<file path="src/core/cso_pkg.sv">
// Constants, field layout and state encoding of the calibration offset and
// overvoltage response register block.
// Assumes a 100 MHz device clock and one command per strobe from the link logic.
package cso_pkg;

  // ---------------------------------------------------------------------------
  // Command codes
  // ---------------------------------------------------------------------------
  localparam logic [7:0] CSO_CMD_CAL_OFFSET = 8'h39;
  localparam logic [7:0] CSO_CMD_OV_ACTION = 8'h41;
  localparam logic [7:0] CSO_CMD_STORE_ALL = 8'h11;

  // ---------------------------------------------------------------------------
  // Reset values and field layout
  // ---------------------------------------------------------------------------
  localparam logic [15:0] CSO_CAL_RESET = 16'he000;
  localparam logic [7:0] CSO_OV_RESET = 8'hbf;
  localparam logic [4:0] CSO_CAL_EXP = 5'h1c;
  localparam int CSO_CAL_SIGN_BIT = 10;
  localparam int CSO_CAL_EXP_LSB = 11;
  localparam int CSO_CAL_LOW_W = 6;
  localparam int CSO_CAL_EXT_W = 4;
  localparam int CSO_OV_RSP_BIT = 7;
  localparam int CSO_OV_RS_LSB = 3;
  localparam int CSO_OV_RS_MSB = 5;
  localparam logic [2:0] CSO_RS_NEVER = 3'h0;
  localparam logic [2:0] CSO_RS_ALWAYS = 3'h7;

  // ---------------------------------------------------------------------------
  // Timing
  // ---------------------------------------------------------------------------
  localparam int CSO_CLK_PERIOD_NS = 10;
  localparam int CSO_RISE_TIME_US = 3000;
  localparam int CSO_RETRY_RISE_TIMES = 7;

  typedef enum logic [1:0] {
    CSO_ST_RUN = 2'h0,
    CSO_ST_OFF = 2'h1,
    CSO_ST_WAIT = 2'h3,
    CSO_ST_SOFT = 2'h2
  } cso_seq_state_t;

endpackage : cso_pkg

</file>
<file path="src/core/cso_ov_if.sv">
// Signals between the register block and the overvoltage response sequencer.
// Assumes both ends run on the same device clock.
`timescale 1ns/1ps
`default_nettype none
interface cso_ov_if;
  logic resp_sel;
  logic retry_en;
  logic ov_fault;
  logic fault_clear;
  logic run_on;
  logic out_en;
  logic soft_start;

  modport ctrl (
    output resp_sel,
    output retry_en,
    output ov_fault,
    output fault_clear,
    output run_on,
    input out_en,
    input soft_start
  );

  modport seq (
    input resp_sel,
    input retry_en,
    input ov_fault,
    input fault_clear,
    input run_on,
    output out_en,
    output soft_start
  );
endinterface : cso_ov_if
`default_nettype wire

</file>
<file path="src/core/cso_ov_seq.sv">
// Overvoltage response sequencer: shutdown, retry wait and soft start.
// Assumes a synchronised fault level and a one-cycle fault clear pulse.
`timescale 1ns/1ps
`default_nettype none
module cso_ov_seq
  import cso_pkg::*;
#(
  parameter int unsigned RISE_CYCLES = 300000
) (
  input wire logic clk,
  input wire logic arst_n,
  cso_ov_if.seq ov
);

  localparam logic [31:0] SOFT_LAST = 32'(RISE_CYCLES - 1);
  localparam logic [31:0] WAIT_LAST = 32'(CSO_RETRY_RISE_TIMES * RISE_CYCLES - 1);

  cso_seq_state_t state_q;
  cso_seq_state_t state_d;
  logic [31:0] cnt_q;
  logic trip;

  assign trip = ov.ov_fault && ov.resp_sel;

  // ---------------------------------------------------------------------------
  // State sequence
  // ---------------------------------------------------------------------------
  always_comb
  begin
    state_d = state_q;
    unique case (state_q)
      CSO_ST_RUN:
        if (trip) state_d = CSO_ST_OFF;
      CSO_ST_OFF:
        if (ov.fault_clear || !ov.run_on) state_d = CSO_ST_RUN;
        else if (ov.retry_en) state_d = CSO_ST_WAIT;
      CSO_ST_WAIT:
        if (!ov.run_on) state_d = CSO_ST_RUN;
        else if (cnt_q == WAIT_LAST) state_d = CSO_ST_SOFT;
      CSO_ST_SOFT:
        if (trip) state_d = CSO_ST_OFF;
        else if (!ov.run_on || cnt_q == SOFT_LAST) state_d = CSO_ST_RUN;
    endcase
  end

  always_ff @(posedge clk or negedge arst_n)
  begin
    if (!arst_n) state_q <= CSO_ST_RUN;
    else state_q <= state_d;
  end

  // Counts clock cycles while waiting and during soft start, zeroed on each move.
  always_ff @(posedge clk or negedge arst_n)
  begin
    if (!arst_n) cnt_q <= 32'h0000_0000;
    else if (state_d != state_q || state_q == CSO_ST_RUN || state_q == CSO_ST_OFF)
      cnt_q <= 32'h0000_0000;
    else cnt_q <= cnt_q + 32'h0000_0001;
  end

  assign ov.out_en = ov.run_on && (state_q == CSO_ST_RUN || state_q == CSO_ST_SOFT);
  assign ov.soft_start = state_q == CSO_ST_SOFT;

  ignore_mode_run_a: assert property (@(posedge clk) disable iff (!arst_n)
    state_q == CSO_ST_RUN && !ov.resp_sel |=> state_q == CSO_ST_RUN)
    else $error("ignore mode left the run state");

  shutdown_on_ov_a: assert property (@(posedge clk) disable iff (!arst_n)
    state_q == CSO_ST_RUN && trip |=> state_q == CSO_ST_OFF ##0 !ov.out_en)
    else $error("overvoltage in shutdown mode did not disable output");

  latched_off_a: assert property (@(posedge clk) disable iff (!arst_n)
    state_q == CSO_ST_OFF && !ov.retry_en && !ov.fault_clear && ov.run_on
    |=> state_q == CSO_ST_OFF)
    else $error("latched-off state left without a fault clear");

  retry_wait_len_a: assert property (@(posedge clk) disable iff (!arst_n)
    state_q == CSO_ST_WAIT && ov.run_on
    |=> (state_q == CSO_ST_WAIT && cnt_q == $past(cnt_q) + 32'h0000_0001)
    || (state_q == CSO_ST_SOFT && $past(cnt_q) == WAIT_LAST))
    else $error("retry wait not equal to seven rise times");

endmodule : cso_ov_seq
`default_nettype wire

</file>
<file path="src/core/cso_regs.sv">
// Calibration offset and overvoltage response registers with status and alert.
// Assumes the link logic presents decoded commands as one-cycle strobes on the
// device clock, and that the fault and loop-slave pins are asynchronous.
`timescale 1ns/1ps
`default_nettype none
module cso_regs
  import cso_pkg::*;
#(
  parameter int unsigned RISE_CYCLES = CSO_RISE_TIME_US * 1000 / CSO_CLK_PERIOD_NS
) (
  input wire logic clk,
  input wire logic arst_n,
  input wire logic cmd_valid,
  input wire logic cmd_write,
  input wire logic [7:0] cmd_code,
  input wire logic [15:0] cmd_wdata,
  output logic cmd_rsp_valid,
  output logic cmd_ack,
  output logic [15:0] cmd_rdata,
  input wire logic clear_faults,
  input wire logic ov_alert_mask,
  input wire logic loop_slave_pin,
  input wire logic ov_fault_pin,
  input wire logic op_on,
  input wire logic [15:0] iout_raw,
  input wire logic [15:0] oc_fault_base,
  input wire logic [15:0] oc_warn_base,
  output logic [15:0] output_current_telemetry,
  output logic [15:0] overcurrent_fault_threshold,
  output logic [15:0] overcurrent_warning_threshold,
  input wire logic nvm_load,
  input wire logic [6:0] nvm_cal_in,
  input wire logic [1:0] nvm_ov_in,
  output logic nvm_store,
  output logic [6:0] nvm_cal_out,
  output logic [1:0] nvm_ov_out,
  output logic status_byte_ov,
  output logic status_byte_cml,
  output logic status_word_vout,
  output logic output_voltage_status_ov,
  output logic status_cml_ivd,
  output logic invalid_command_fault,
  output logic output_enable,
  output logic soft_start_active,
  input wire logic smbalert_i,
  output logic smbalert_o,
  output logic smbalert_oe_n
);

  // ---------------------------------------------------------------------------
  // Pin synchronisers
  // ---------------------------------------------------------------------------
  logic [1:0] pin_meta_q;
  logic [1:0] pin_sync_q;
  logic loop_slave;
  logic ov_fault;

  always_ff @(posedge clk or negedge arst_n)
  begin
    if (!arst_n)
    begin
      pin_meta_q <= 2'h0;
      pin_sync_q <= 2'h0;
    end
    else
    begin
      pin_meta_q <= {loop_slave_pin, ov_fault_pin};
      pin_sync_q <= pin_meta_q;
    end
  end

  assign loop_slave = pin_sync_q[1];
  assign ov_fault = pin_sync_q[0];

  // ---------------------------------------------------------------------------
  // Command decode
  // ---------------------------------------------------------------------------
  logic is_cal;
  logic is_ov;
  logic is_store;
  logic ov_locked;
  logic ov_bad;
  logic wr_cal;
  logic wr_ov_ok;
  logic wr_ov_bad;
  logic [2:0] rs_field;

  assign is_cal = cmd_code == CSO_CMD_CAL_OFFSET;
  assign is_ov = cmd_code == CSO_CMD_OV_ACTION;
  assign is_store = cmd_code == CSO_CMD_STORE_ALL;
  assign rs_field = cmd_wdata[CSO_OV_RS_MSB:CSO_OV_RS_LSB];
  assign ov_bad = rs_field != CSO_RS_NEVER && rs_field != CSO_RS_ALWAYS;
  assign ov_locked = cmd_valid && is_ov && loop_slave;
  assign wr_cal = cmd_valid && cmd_write && is_cal;
  assign wr_ov_ok = cmd_valid && cmd_write && is_ov && !loop_slave && !ov_bad;
  assign wr_ov_bad = cmd_valid && cmd_write && is_ov && !loop_slave && ov_bad;

  // ---------------------------------------------------------------------------
  // Calibration offset register
  // ---------------------------------------------------------------------------
  logic cal_sign_q;
  logic [CSO_CAL_LOW_W-1:0] cal_low_q;
  logic [15:0] cal_word;
  logic [15:0] cal_ext;

  // Only the sign and the low bits are stored, so bits 9:6 of any value written are dropped.
  always_ff @(posedge clk or negedge arst_n)
  begin
    if (!arst_n)
    begin
      cal_sign_q <= CSO_CAL_RESET[CSO_CAL_SIGN_BIT];
      cal_low_q <= CSO_CAL_RESET[CSO_CAL_LOW_W-1:0];
    end
    else if (wr_cal)
    begin
      cal_sign_q <= cmd_wdata[CSO_CAL_SIGN_BIT];
      cal_low_q <= cmd_wdata[CSO_CAL_LOW_W-1:0];
    end
    else if (nvm_load)
    begin
      cal_sign_q <= nvm_cal_in[CSO_CAL_LOW_W];
      cal_low_q <= nvm_cal_in[CSO_CAL_LOW_W-1:0];
    end
  end

  // Offset in 62.5 mA steps as a 16-bit two's complement value.
  assign cal_ext = {{(16 - CSO_CAL_LOW_W){cal_sign_q}}, cal_low_q};
  assign cal_word = {CSO_CAL_EXP, cal_sign_q, {CSO_CAL_EXT_W{cal_sign_q}}, cal_low_q};

  // ---------------------------------------------------------------------------
  // Overvoltage response register
  // ---------------------------------------------------------------------------
  logic resp_sel_q;
  logic retry_q;
  logic [7:0] ov_word;

  always_ff @(posedge clk or negedge arst_n)
  begin
    if (!arst_n)
    begin
      resp_sel_q <= CSO_OV_RESET[CSO_OV_RSP_BIT];
      retry_q <= CSO_OV_RESET[CSO_OV_RS_MSB];
    end
    else if (wr_ov_ok)
    begin
      resp_sel_q <= cmd_wdata[CSO_OV_RSP_BIT];
      retry_q <= cmd_wdata[CSO_OV_RS_MSB];
    end
    else if (nvm_load)
    begin
      resp_sel_q <= nvm_ov_in[1];
      retry_q <= nvm_ov_in[0];
    end
  end

  assign ov_word = {resp_sel_q, 1'b0, {3{retry_q}}, {3{retry_q}}};

  // ---------------------------------------------------------------------------
  // Command response
  // ---------------------------------------------------------------------------
  always_ff @(posedge clk or negedge arst_n)
  begin
    if (!arst_n)
    begin
      cmd_rsp_valid <= 1'b0;
      cmd_ack <= 1'b0;
      cmd_rdata <= 16'h0000;
    end
    else
    begin
      cmd_rsp_valid <= cmd_valid;
      cmd_ack <= cmd_valid && (is_cal || (is_ov && !loop_slave) || is_store);
      if (cmd_valid && !cmd_write && is_cal) cmd_rdata <= cal_word;
      else if (cmd_valid && !cmd_write && is_ov && !loop_slave) cmd_rdata <= {8'h00, ov_word};
      else cmd_rdata <= 16'h0000;
    end
  end

  // ---------------------------------------------------------------------------
  // Nonvolatile store
  // ---------------------------------------------------------------------------
  always_ff @(posedge clk or negedge arst_n)
  begin
    if (!arst_n)
    begin
      nvm_store <= 1'b0;
      nvm_cal_out <= 7'h00;
      nvm_ov_out <= 2'h0;
    end
    else
    begin
      nvm_store <= cmd_valid && cmd_write && is_store;
      if (cmd_valid && cmd_write && is_store)
      begin
        nvm_cal_out <= {cal_sign_q, cal_low_q};
        nvm_ov_out <= {resp_sel_q, retry_q};
      end
    end
  end

  // ---------------------------------------------------------------------------
  // Sticky status flags, a new event wins over a clear in the same cycle
  // ---------------------------------------------------------------------------
  always_ff @(posedge clk or negedge arst_n)
  begin
    if (!arst_n)
    begin
      status_byte_ov <= 1'b0;
      status_word_vout <= 1'b0;
      output_voltage_status_ov <= 1'b0;
    end
    else if (ov_fault)
    begin
      status_byte_ov <= 1'b1;
      status_word_vout <= 1'b1;
      output_voltage_status_ov <= 1'b1;
    end
    else if (clear_faults)
    begin
      status_byte_ov <= 1'b0;
      status_word_vout <= 1'b0;
      output_voltage_status_ov <= 1'b0;
    end
  end

  always_ff @(posedge clk or negedge arst_n)
  begin
    if (!arst_n)
    begin
      status_byte_cml <= 1'b0;
      status_cml_ivd <= 1'b0;
      invalid_command_fault <= 1'b0;
    end
    else
    begin
      status_byte_cml <= wr_ov_bad || ov_locked || (status_byte_cml && !clear_faults);
      status_cml_ivd <= wr_ov_bad || (status_cml_ivd && !clear_faults);
      invalid_command_fault <= ov_locked || (invalid_command_fault && !clear_faults);
    end
  end

  // The alert pin is pulled low while any unmasked status is pending.
  always_ff @(posedge clk or negedge arst_n)
  begin
    if (!arst_n) smbalert_oe_n <= 1'b1;
    else smbalert_oe_n <= !(status_byte_cml || status_cml_ivd || invalid_command_fault ||
      ((status_byte_ov || output_voltage_status_ov) && !ov_alert_mask));
  end

  assign smbalert_o = 1'b0;

  // ---------------------------------------------------------------------------
  // Offset correction of telemetry and thresholds
  // ---------------------------------------------------------------------------
  always_ff @(posedge clk or negedge arst_n)
  begin
    if (!arst_n)
    begin
      output_current_telemetry <= 16'h0000;
      overcurrent_fault_threshold <= 16'h0000;
      overcurrent_warning_threshold <= 16'h0000;
    end
    else
    begin
      output_current_telemetry <= 16'(iout_raw + cal_ext);
      overcurrent_fault_threshold <= 16'(oc_fault_base + cal_ext);
      overcurrent_warning_threshold <= 16'(oc_warn_base + cal_ext);
    end
  end

  // ---------------------------------------------------------------------------
  // Overvoltage response sequencer
  // ---------------------------------------------------------------------------
  cso_ov_if ov_if ();

  assign ov_if.resp_sel = resp_sel_q;
  assign ov_if.retry_en = retry_q;
  assign ov_if.ov_fault = ov_fault;
  assign ov_if.fault_clear = clear_faults;
  assign ov_if.run_on = op_on;

  cso_ov_seq #(
    .RISE_CYCLES(RISE_CYCLES)
  ) u_seq (
    .clk(clk),
    .arst_n(arst_n),
    .ov(ov_if.seq)
  );

  always_ff @(posedge clk or negedge arst_n)
  begin
    if (!arst_n)
    begin
      output_enable <= 1'b0;
      soft_start_active <= 1'b0;
    end
    else
    begin
      output_enable <= ov_if.out_en;
      soft_start_active <= ov_if.soft_start;
    end
  end

  // ---------------------------------------------------------------------------
  // Checks
  // ---------------------------------------------------------------------------
  offset_read_a: assert property (@(posedge clk) disable iff (!arst_n)
    cmd_valid && !cmd_write && is_cal |=> cmd_ack && cmd_rdata[15:11] == CSO_CAL_EXP
    && cmd_rdata[9:6] == {4{cmd_rdata[10]}})
    else $error("offset read returned a bad fixed field");

  offset_write_a: assert property (@(posedge clk) disable iff (!arst_n)
    wr_cal |=> cal_sign_q == $past(cmd_wdata[10]) && cal_low_q == $past(cmd_wdata[5:0]))
    else $error("offset write not stored");

  offset_no_err_a: assert property (@(posedge clk) disable iff (!arst_n)
    wr_cal |=> !$rose(status_byte_cml) && !$rose(status_cml_ivd))
    else $error("offset write raised an error");

  ov_reject_a: assert property (@(posedge clk) disable iff (!arst_n)
    wr_ov_bad |=> status_byte_cml && status_cml_ivd && $stable(resp_sel_q) && $stable(retry_q)
    ##1 !smbalert_oe_n)
    else $error("bad retry setting not rejected");

  loop_nack_a: assert property (@(posedge clk) disable iff (!arst_n)
    ov_locked |=> cmd_rsp_valid && !cmd_ack && invalid_command_fault && $stable(resp_sel_q))
    else $error("loop slave access not refused");

  delay_mirror_a: assert property (@(posedge clk) disable iff (!arst_n)
    cmd_valid && !cmd_write && is_ov && !loop_slave |=> cmd_rdata[2:0] == cmd_rdata[5:3]
    && cmd_rdata[6] == 1'b0)
    else $error("retry delay does not mirror retry setting");

  ov_status_a: assert property (@(posedge clk) disable iff (!arst_n)
    ov_fault && !ov_alert_mask |=> status_byte_ov && status_word_vout
    && output_voltage_status_ov ##1 !smbalert_oe_n)
    else $error("overvoltage status or alert missing");

  telemetry_ofs_a: assert property (@(posedge clk) disable iff (!arst_n)
    1'b1 |=> output_current_telemetry == 16'($past(iout_raw) + $past(cal_ext)))
    else $error("telemetry not corrected by offset");

endmodule : cso_regs
`default_nettype wire

</file>
<file path="config.mk">
export PLATFORM = sky130hd
export DESIGN_NAME = cso_regs
export DESIGN_NICKNAME = d
export VERILOG_FILES = /design/src/core/cso_pkg.sv /design/src/core/cso_ov_if.sv /design/src/core/cso_ov_seq.sv /design/src/core/cso_regs.sv
export SDC_FILE = /design/constraint.sdc
export NUM_CORES = 1
export LEC_CHECK = 0
export BUFFER_PORTS_ARGS = -buffer_cell sky130_fd_sc_hd__clkbuf_2
export CAP_MARGIN = 0
export CELL_PAD_IN_SITES_DETAIL_PLACEMENT = 1
export CELL_PAD_IN_SITES_GLOBAL_PLACEMENT = 1
export CORE_MARGIN = 8
export CORE_UTILIZATION = 41
export CTS_CLUSTER_SIZE = 14
export DETAILED_ROUTE_END_ITERATION = 8
export PLACE_DENSITY_LB_ADDON = 0.1
export SLEW_MARGIN = 15
export SYNTH_ARGS = -nofsm -noshare
export SYNTH_HDL_FRONTEND = slang
export SYNTH_SLANG_ARGS = --single-unit
</file>
<file path="constraint.sdc">
create_clock -name clk -period 3.1 [get_ports clk]
set_clock_uncertainty 0.1 [all_clocks]
set_input_delay 0.31 -clock clk [delete_from_list [all_inputs] [get_ports clk]]
set_output_delay 0.31 -clock clk [all_outputs]
set_load 0.05 [all_outputs]
</file>
Word-level counts from Yosys, hierarchy flattened
Index checks and enable logic that the tools add are counted.

cells by class
  equality and inequality tests = 10
  reduce and logical (&&, ||, !) cells = 48
  muxes and demuxes = 21
  $add $sub $neg = 4

operator list
  kind                   number
  $add 16x16->16         3
  $add 32x1->32 const B  1
  $eq 32x19->1 const B   1
  $eq 32x22->1 const B   1
  $mux 32                1
  $logic_and 1x1->1      22
  $mux 16                1
  $logic_or 1x1->1       14
  $mux 2                 7
  $mux 6                 2
  $eq 8x5->1 const B     1
  $eq 8x6->1 const B     1
  $eq 8x7->1 const B     1
  $mux 1                 8
  $mux 8                 1
  $pmux 2 s4             1
  $logic_not 1->1        7
  $reduce_bool 2->1      3
  $eq 2x2->1 const B     2
  $ne 3x3->1 const B     1
  $reduce_bool 3->1      1
  $eq 2x1->1 const B     1
  $logic_not 2->1        1
  $ne 2x2->1             1

storage, ports and cells
  bits of input ports = 92
  register bits after elaboration = 130
  output and inout bits = 86
  word-level logic and storage cells = 107

Longest topological paths before layout
  depth after elaboration = 9
  mapped depth = 9
  depth with buffers taken out = 9

Hierarchy
Synthesis repeated with hierarchy kept, for this count alone.

unflattened totals
  cell total of the unflattened synthesis = 656
  area, all modules = 6,821.5 µm²

by module, submodules not included
  module      cells an instance  area an instance (µm²)  sequential area each (µm²)  times used
  cso_regs    457                4,937.2                 2,230.9                     1
  cso_ov_seq  199                1,884.3                 850.8                       1

Worst setup path after synthesis
No wires, ideal clock.

  path type = reg2reg
  start point = register cal_sign_q
  end point = register output_current_telemetry[12]
  slack = 0.537 ns
  library setup time = 0.127 ns
  clock period less this slack = 2.563 ns
  arrival = 2.336 ns
  data required time = 2.873 ns
  buffers on the path = 1
  cell stages (with the launch flop) = 9
  path through = dfrtp_1 -> ha_1 -> clkbuf_1 -> and4_1 -> a21oi_1 -> a21boi_1 -> a21boi_1 -> o41a_1 -> xor2_1

on the way
  longest elaborated chain between the ends = 1

ends and longest elaborated chain
  element                   RTL line         text
  start: declaration        cso_regs.sv:101  logic cal_sign_q;
  start signal: assignment  cso_regs.sv:111  cal_sign_q <= CSO_CAL_RESET[CSO_CAL_SIGN_BIT];
  start signal: assignment  cso_regs.sv:116  cal_sign_q <= cmd_wdata[CSO_CAL_SIGN_BIT];
  start signal: assignment  cso_regs.sv:121  cal_sign_q <= nvm_cal_in[CSO_CAL_LOW_W];
  $add 16x16->16            cso_regs.sv:265  output_current_telemetry <= 16'(iout_raw + cal_ext);
  end signal: assignment    cso_regs.sv:265
  end: declaration          cso_regs.sv:28   output logic [15:0] output_current_telemetry,

Every way passes these cells.
A chain may end at the register's enable or synchronous reset.

Worst setup path after layout
  start point = register cal_sign_q
  end point = register overcurrent_fault_threshold[12]

on the way
  longest elaborated chain between the ends = 1

ends and longest elaborated chain
  element                 RTL line         text
  $add 16x16->16          cso_regs.sv:266  overcurrent_fault_threshold <= 16'(oc_fault_base + cal_ext);
  end signal: assignment  cso_regs.sv:266
  end: declaration        cso_regs.sv:29   output logic [15:0] overcurrent_fault_threshold,

Every way passes these cells.

==> impl_metrics.toml <==
[pwr]
leakage_nw = 4.08
vdd_drop_max_v = 0.000404
pwr-share-seq_pct = 33.4
p_clk_share_pct = 34.6
p_per_area_nw_per_um2 = 667
p_int_mw = 3.60
power_switching_mw = 2.14
power_mw = 5.75
p_comb_share_pct = 32.1
swShare_pct = 37.3

[sta]
timing_hold_violations_final = 0
fin_tns_setup_ps = 0
rsz0062_at_grt = "false"
fin_crit_ps = 2720
setup_viol = 0
period_share_pct = 87.9
finalMaxSlewViolations = 0
fin_ws_ps = 376
slew_headroom_pct = 48.3
fmax_mhz = 367
tightest_slew_ps = 772

[final_layout]
drive_gt1_share_pct = 27.1
area_delta_synth_final_pct = 23.3
antenna_cells = 0
final_nets = 1012

[grt]
grt_first_pass_wirelength_mm = 34.1
antenna_found_initial = 0
grt_max_degree = 97
grt_usage_pct = 19.9
grt_overflow = 0
grt_pass1_vias = 6665

[detailed_routing]
remaining_drc_errors = 0
drt_pass1_iterations = 4
wire_per_inst_um = 18.8
drt_iter0_drc = 168
wl_mm = 20.7
vias = 5901
antenna_left = 0
routed_via_density = 5.35

[floorplan]
rows = 47
core_sq_um = 16600
initial_core_util_pct = 42.0
dieArea_sq_um = 21500
io_pins = 178
die_h_um = 147
die_x_um = 147

[setup_path]
crit_required_ps = 3330
critical_path.slowest_cell = "dfrtp_1"
cpMostUsedCell = "a21oi_1"
crit_chain = "buf_4, ha_1, a21oi_1, o21ai_0, or3_1, a21oi_1, xnor2_1"
critPathKind = "reg2reg"
rrSetupSlack_ps = 380
path_max_fanout = 14
cp_top_family = "flip-flops"
max_stage_delay_ps = 670
path_buf_inv = 1
cp-start-kind = "register"
crit_path_end_kind = "register"
arrival_ps = 2960

[yosys]
synth_area_leaders = "dfrtp_1 (43%), ha_1 (8.2%), xnor2_1 (6.1%), nor2_1 (3.8%), nand2_1 (3.5%)"
synth.distinct_cells = 71
yosys_register_bits = 123
synth_top_area_share_pct = 43.0
seq_area_frac_synth_pct = 44.1
syn_area_sq_um = 6990
synth_top_area_cell = "dfrtp_1"
synth_edf_count = 0
synth_top_flop_cell = "dfrtp_1"
yosysWarningCount = 0
async_flop_share_pct = 100
synth_cells = 700
avgSynthCellArea_sq_um = 9.98

[job]
drv_cap = 0

[run_status]
status = "complete, no violations"

[hold_path]
hp-class = "in2reg"

[clock_tree]
post_cts_buffers = 0
clkTransAtPathRegs_ps = 50
cts_buffers = 17
clock-sinks = 123
cts_tree = "yes"
clockRootBuffer = "clkbuf_16"
clock_path_buffers = 2
htreeDepth = 4
insertion_delay_ps = 420

[placement]
hpwl_mm = 15.9
io_buffers = 165
dp_slack_ps = 371
gp_congestion = 0.823
==> power by group through the flow <==
stage / clock [mW] / sequential, mW / combinational, mW
final: 1.99 / 1.92 / 1.84
after detailed placement: 0 / 1.95 / 1.84
after global placement: 0 / 1.94 / 1.78
after CTS: 2.03 / 1.92 / 1.86
after global routing: 2.11 / 1.94 / 1.97
after floorplan: 0 / 2.62 / 0.642
==> timing repair <==
| item | CTS | global route |
|---|---|---|
| resized for setup | 0 | 0 |
| hold buffers | 5 | 1 |
| hold endpoints to repair | 31 | 1 |
==> worst paths after layout <==
| check | depth (start not counted) | startpoint | end |
|---|---|---|---|
| max | 7 | cal_sign_q | overcurrent_fault_threshold[12] |
| min | 3 | cmd_wdata[1] | cal_low_q[1] |
| max reg2reg | 7 | cal_sign_q | overcurrent_fault_threshold[12] |
| min reg2reg | 0 | pin_meta_q[1] | pin_sync_q[1] |
| max in group asynchronous | 3 | arst_n | ov_if.retry_en |
| min in group asynchronous | 2 | arst_n | output_current_telemetry[9] |
==> registers in the layout, indices dropped and copies added, names as in the netlist, 6 cells and up <==
register	cells
cal_low_q	6
cmd_rdata	9
nvm_cal_out	7
output_current_telemetry	16
overcurrent_fault_threshold	16
overcurrent_warning_threshold	16
u_seq.cnt_q	32
==> cell usage after synthesis, types with 14 or more instances <==
master	count
nand3_1	19
dfrtp_1	120
ha_1	46
nand2_1	66
nor3_1	14
nor2_1	71
nand4_1	14
o21ai_0	28
xor2_1	16
a21oi_1	34
a21o_1	19
xnor2_1	49
inv_1	26
==> kinds of logic after synthesis <==
| kind of cell | count (synthesis) | synth area share [%] |
|---|---|---|
| and+or+nand+nor | 260 | 19.9 |
| adders and majority gates | 49 | 9.10 |
| xor gates and xnor gates | 65 | 8.15 |
| muxes | 10 | 1.43 |
| other | 1 | 0.0537 |
| buffers and inverters | 53 | 3.83 |
| DFF | 123 | 44.1 |
| AOI/OAI and AO/OA | 139 | 13.4 |
==> cell type report <==
type	instances	area [sq um]
Fill cell	1952	8020
Clock inverter	8	119
Tap cell	220	275
Timing Repair Buffer	176	938
Inverter	27	101
Clock buffer	23	458
Sequential cell	123	3080
Multi-Input combinational cell	526	3650
==> placed cells by master (no fill, tap or decap), types with 5 or more instances in the layout <==
master / synthesis / layout
dlygate4sd3_1: 0 / 6
nand2b_1: 6 / 6
xnor2_1: 49 / 49
and3_1: 7 / 7
o21a_1: 9 / 9
o21bai_1: 6 / 6
a21oi_1: 34 / 34
nor4_2: 5 / 5
nor2_2: 13 / 13
nand2_1: 66 / 66
ha_1: 46 / 46
mux2i_1: 10 / 10
nand3_1: 19 / 19
buf_4: 12 / 5
inv_1: 26 / 26
dfrtp_1: 120 / 120
nor4_1: 5 / 5
nor2b_1: 8 / 8
clkbuf_2: 0 / 164
nor3_1: 14 / 14
o21ai_0: 28 / 28
nand4_1: 14 / 14
a21o_1: 19 / 19
xor2_1: 16 / 16
clkbuf_16: 0 / 17
nor2_1: 71 / 71
a211oi_1: 9 / 9
nor3_2: 5 / 5
clkbuf_1: 9 / 5
==> tightest hold or removal path, cell delays in order <==
cell and delay, ps:
clkbuf_2 90, nand2_1 40, o21ai_0 60
==> routing by layer <==
| layer | share of wire, % | vias to the layer above | global-route usage, % |
|---|---|---|---|
| li1 | - | 2803 | - |
| met5 | 0 | - | 0 |
| met2 | 51 | 125 | 35.0 |
| met3 | 6.3 | 33 | 7.79 |
| met1 | 40 | 2940 | 21.4 |
| met4 | 2.4 | 0 | 7.32 |
==> stage by stage <==
stage | std cells | area [sq um] | hold slack, ps | utilization (%)
after global routing | 1103 | 8620 | 11.3 | 51.8
after detailed placement | 1066 | 7980 | 175 | 48.0
after CTS | 1102 | 8610 | 3.63 | 51.7
after floorplan | 702 | 7000 | -85.6 | -
final | 1103 | 8620 | 25.0 | 51.8
after global placement | 1066 | 7980 | 163 | 48.0
Note: power is estimated with default switching activity, not from simulation.
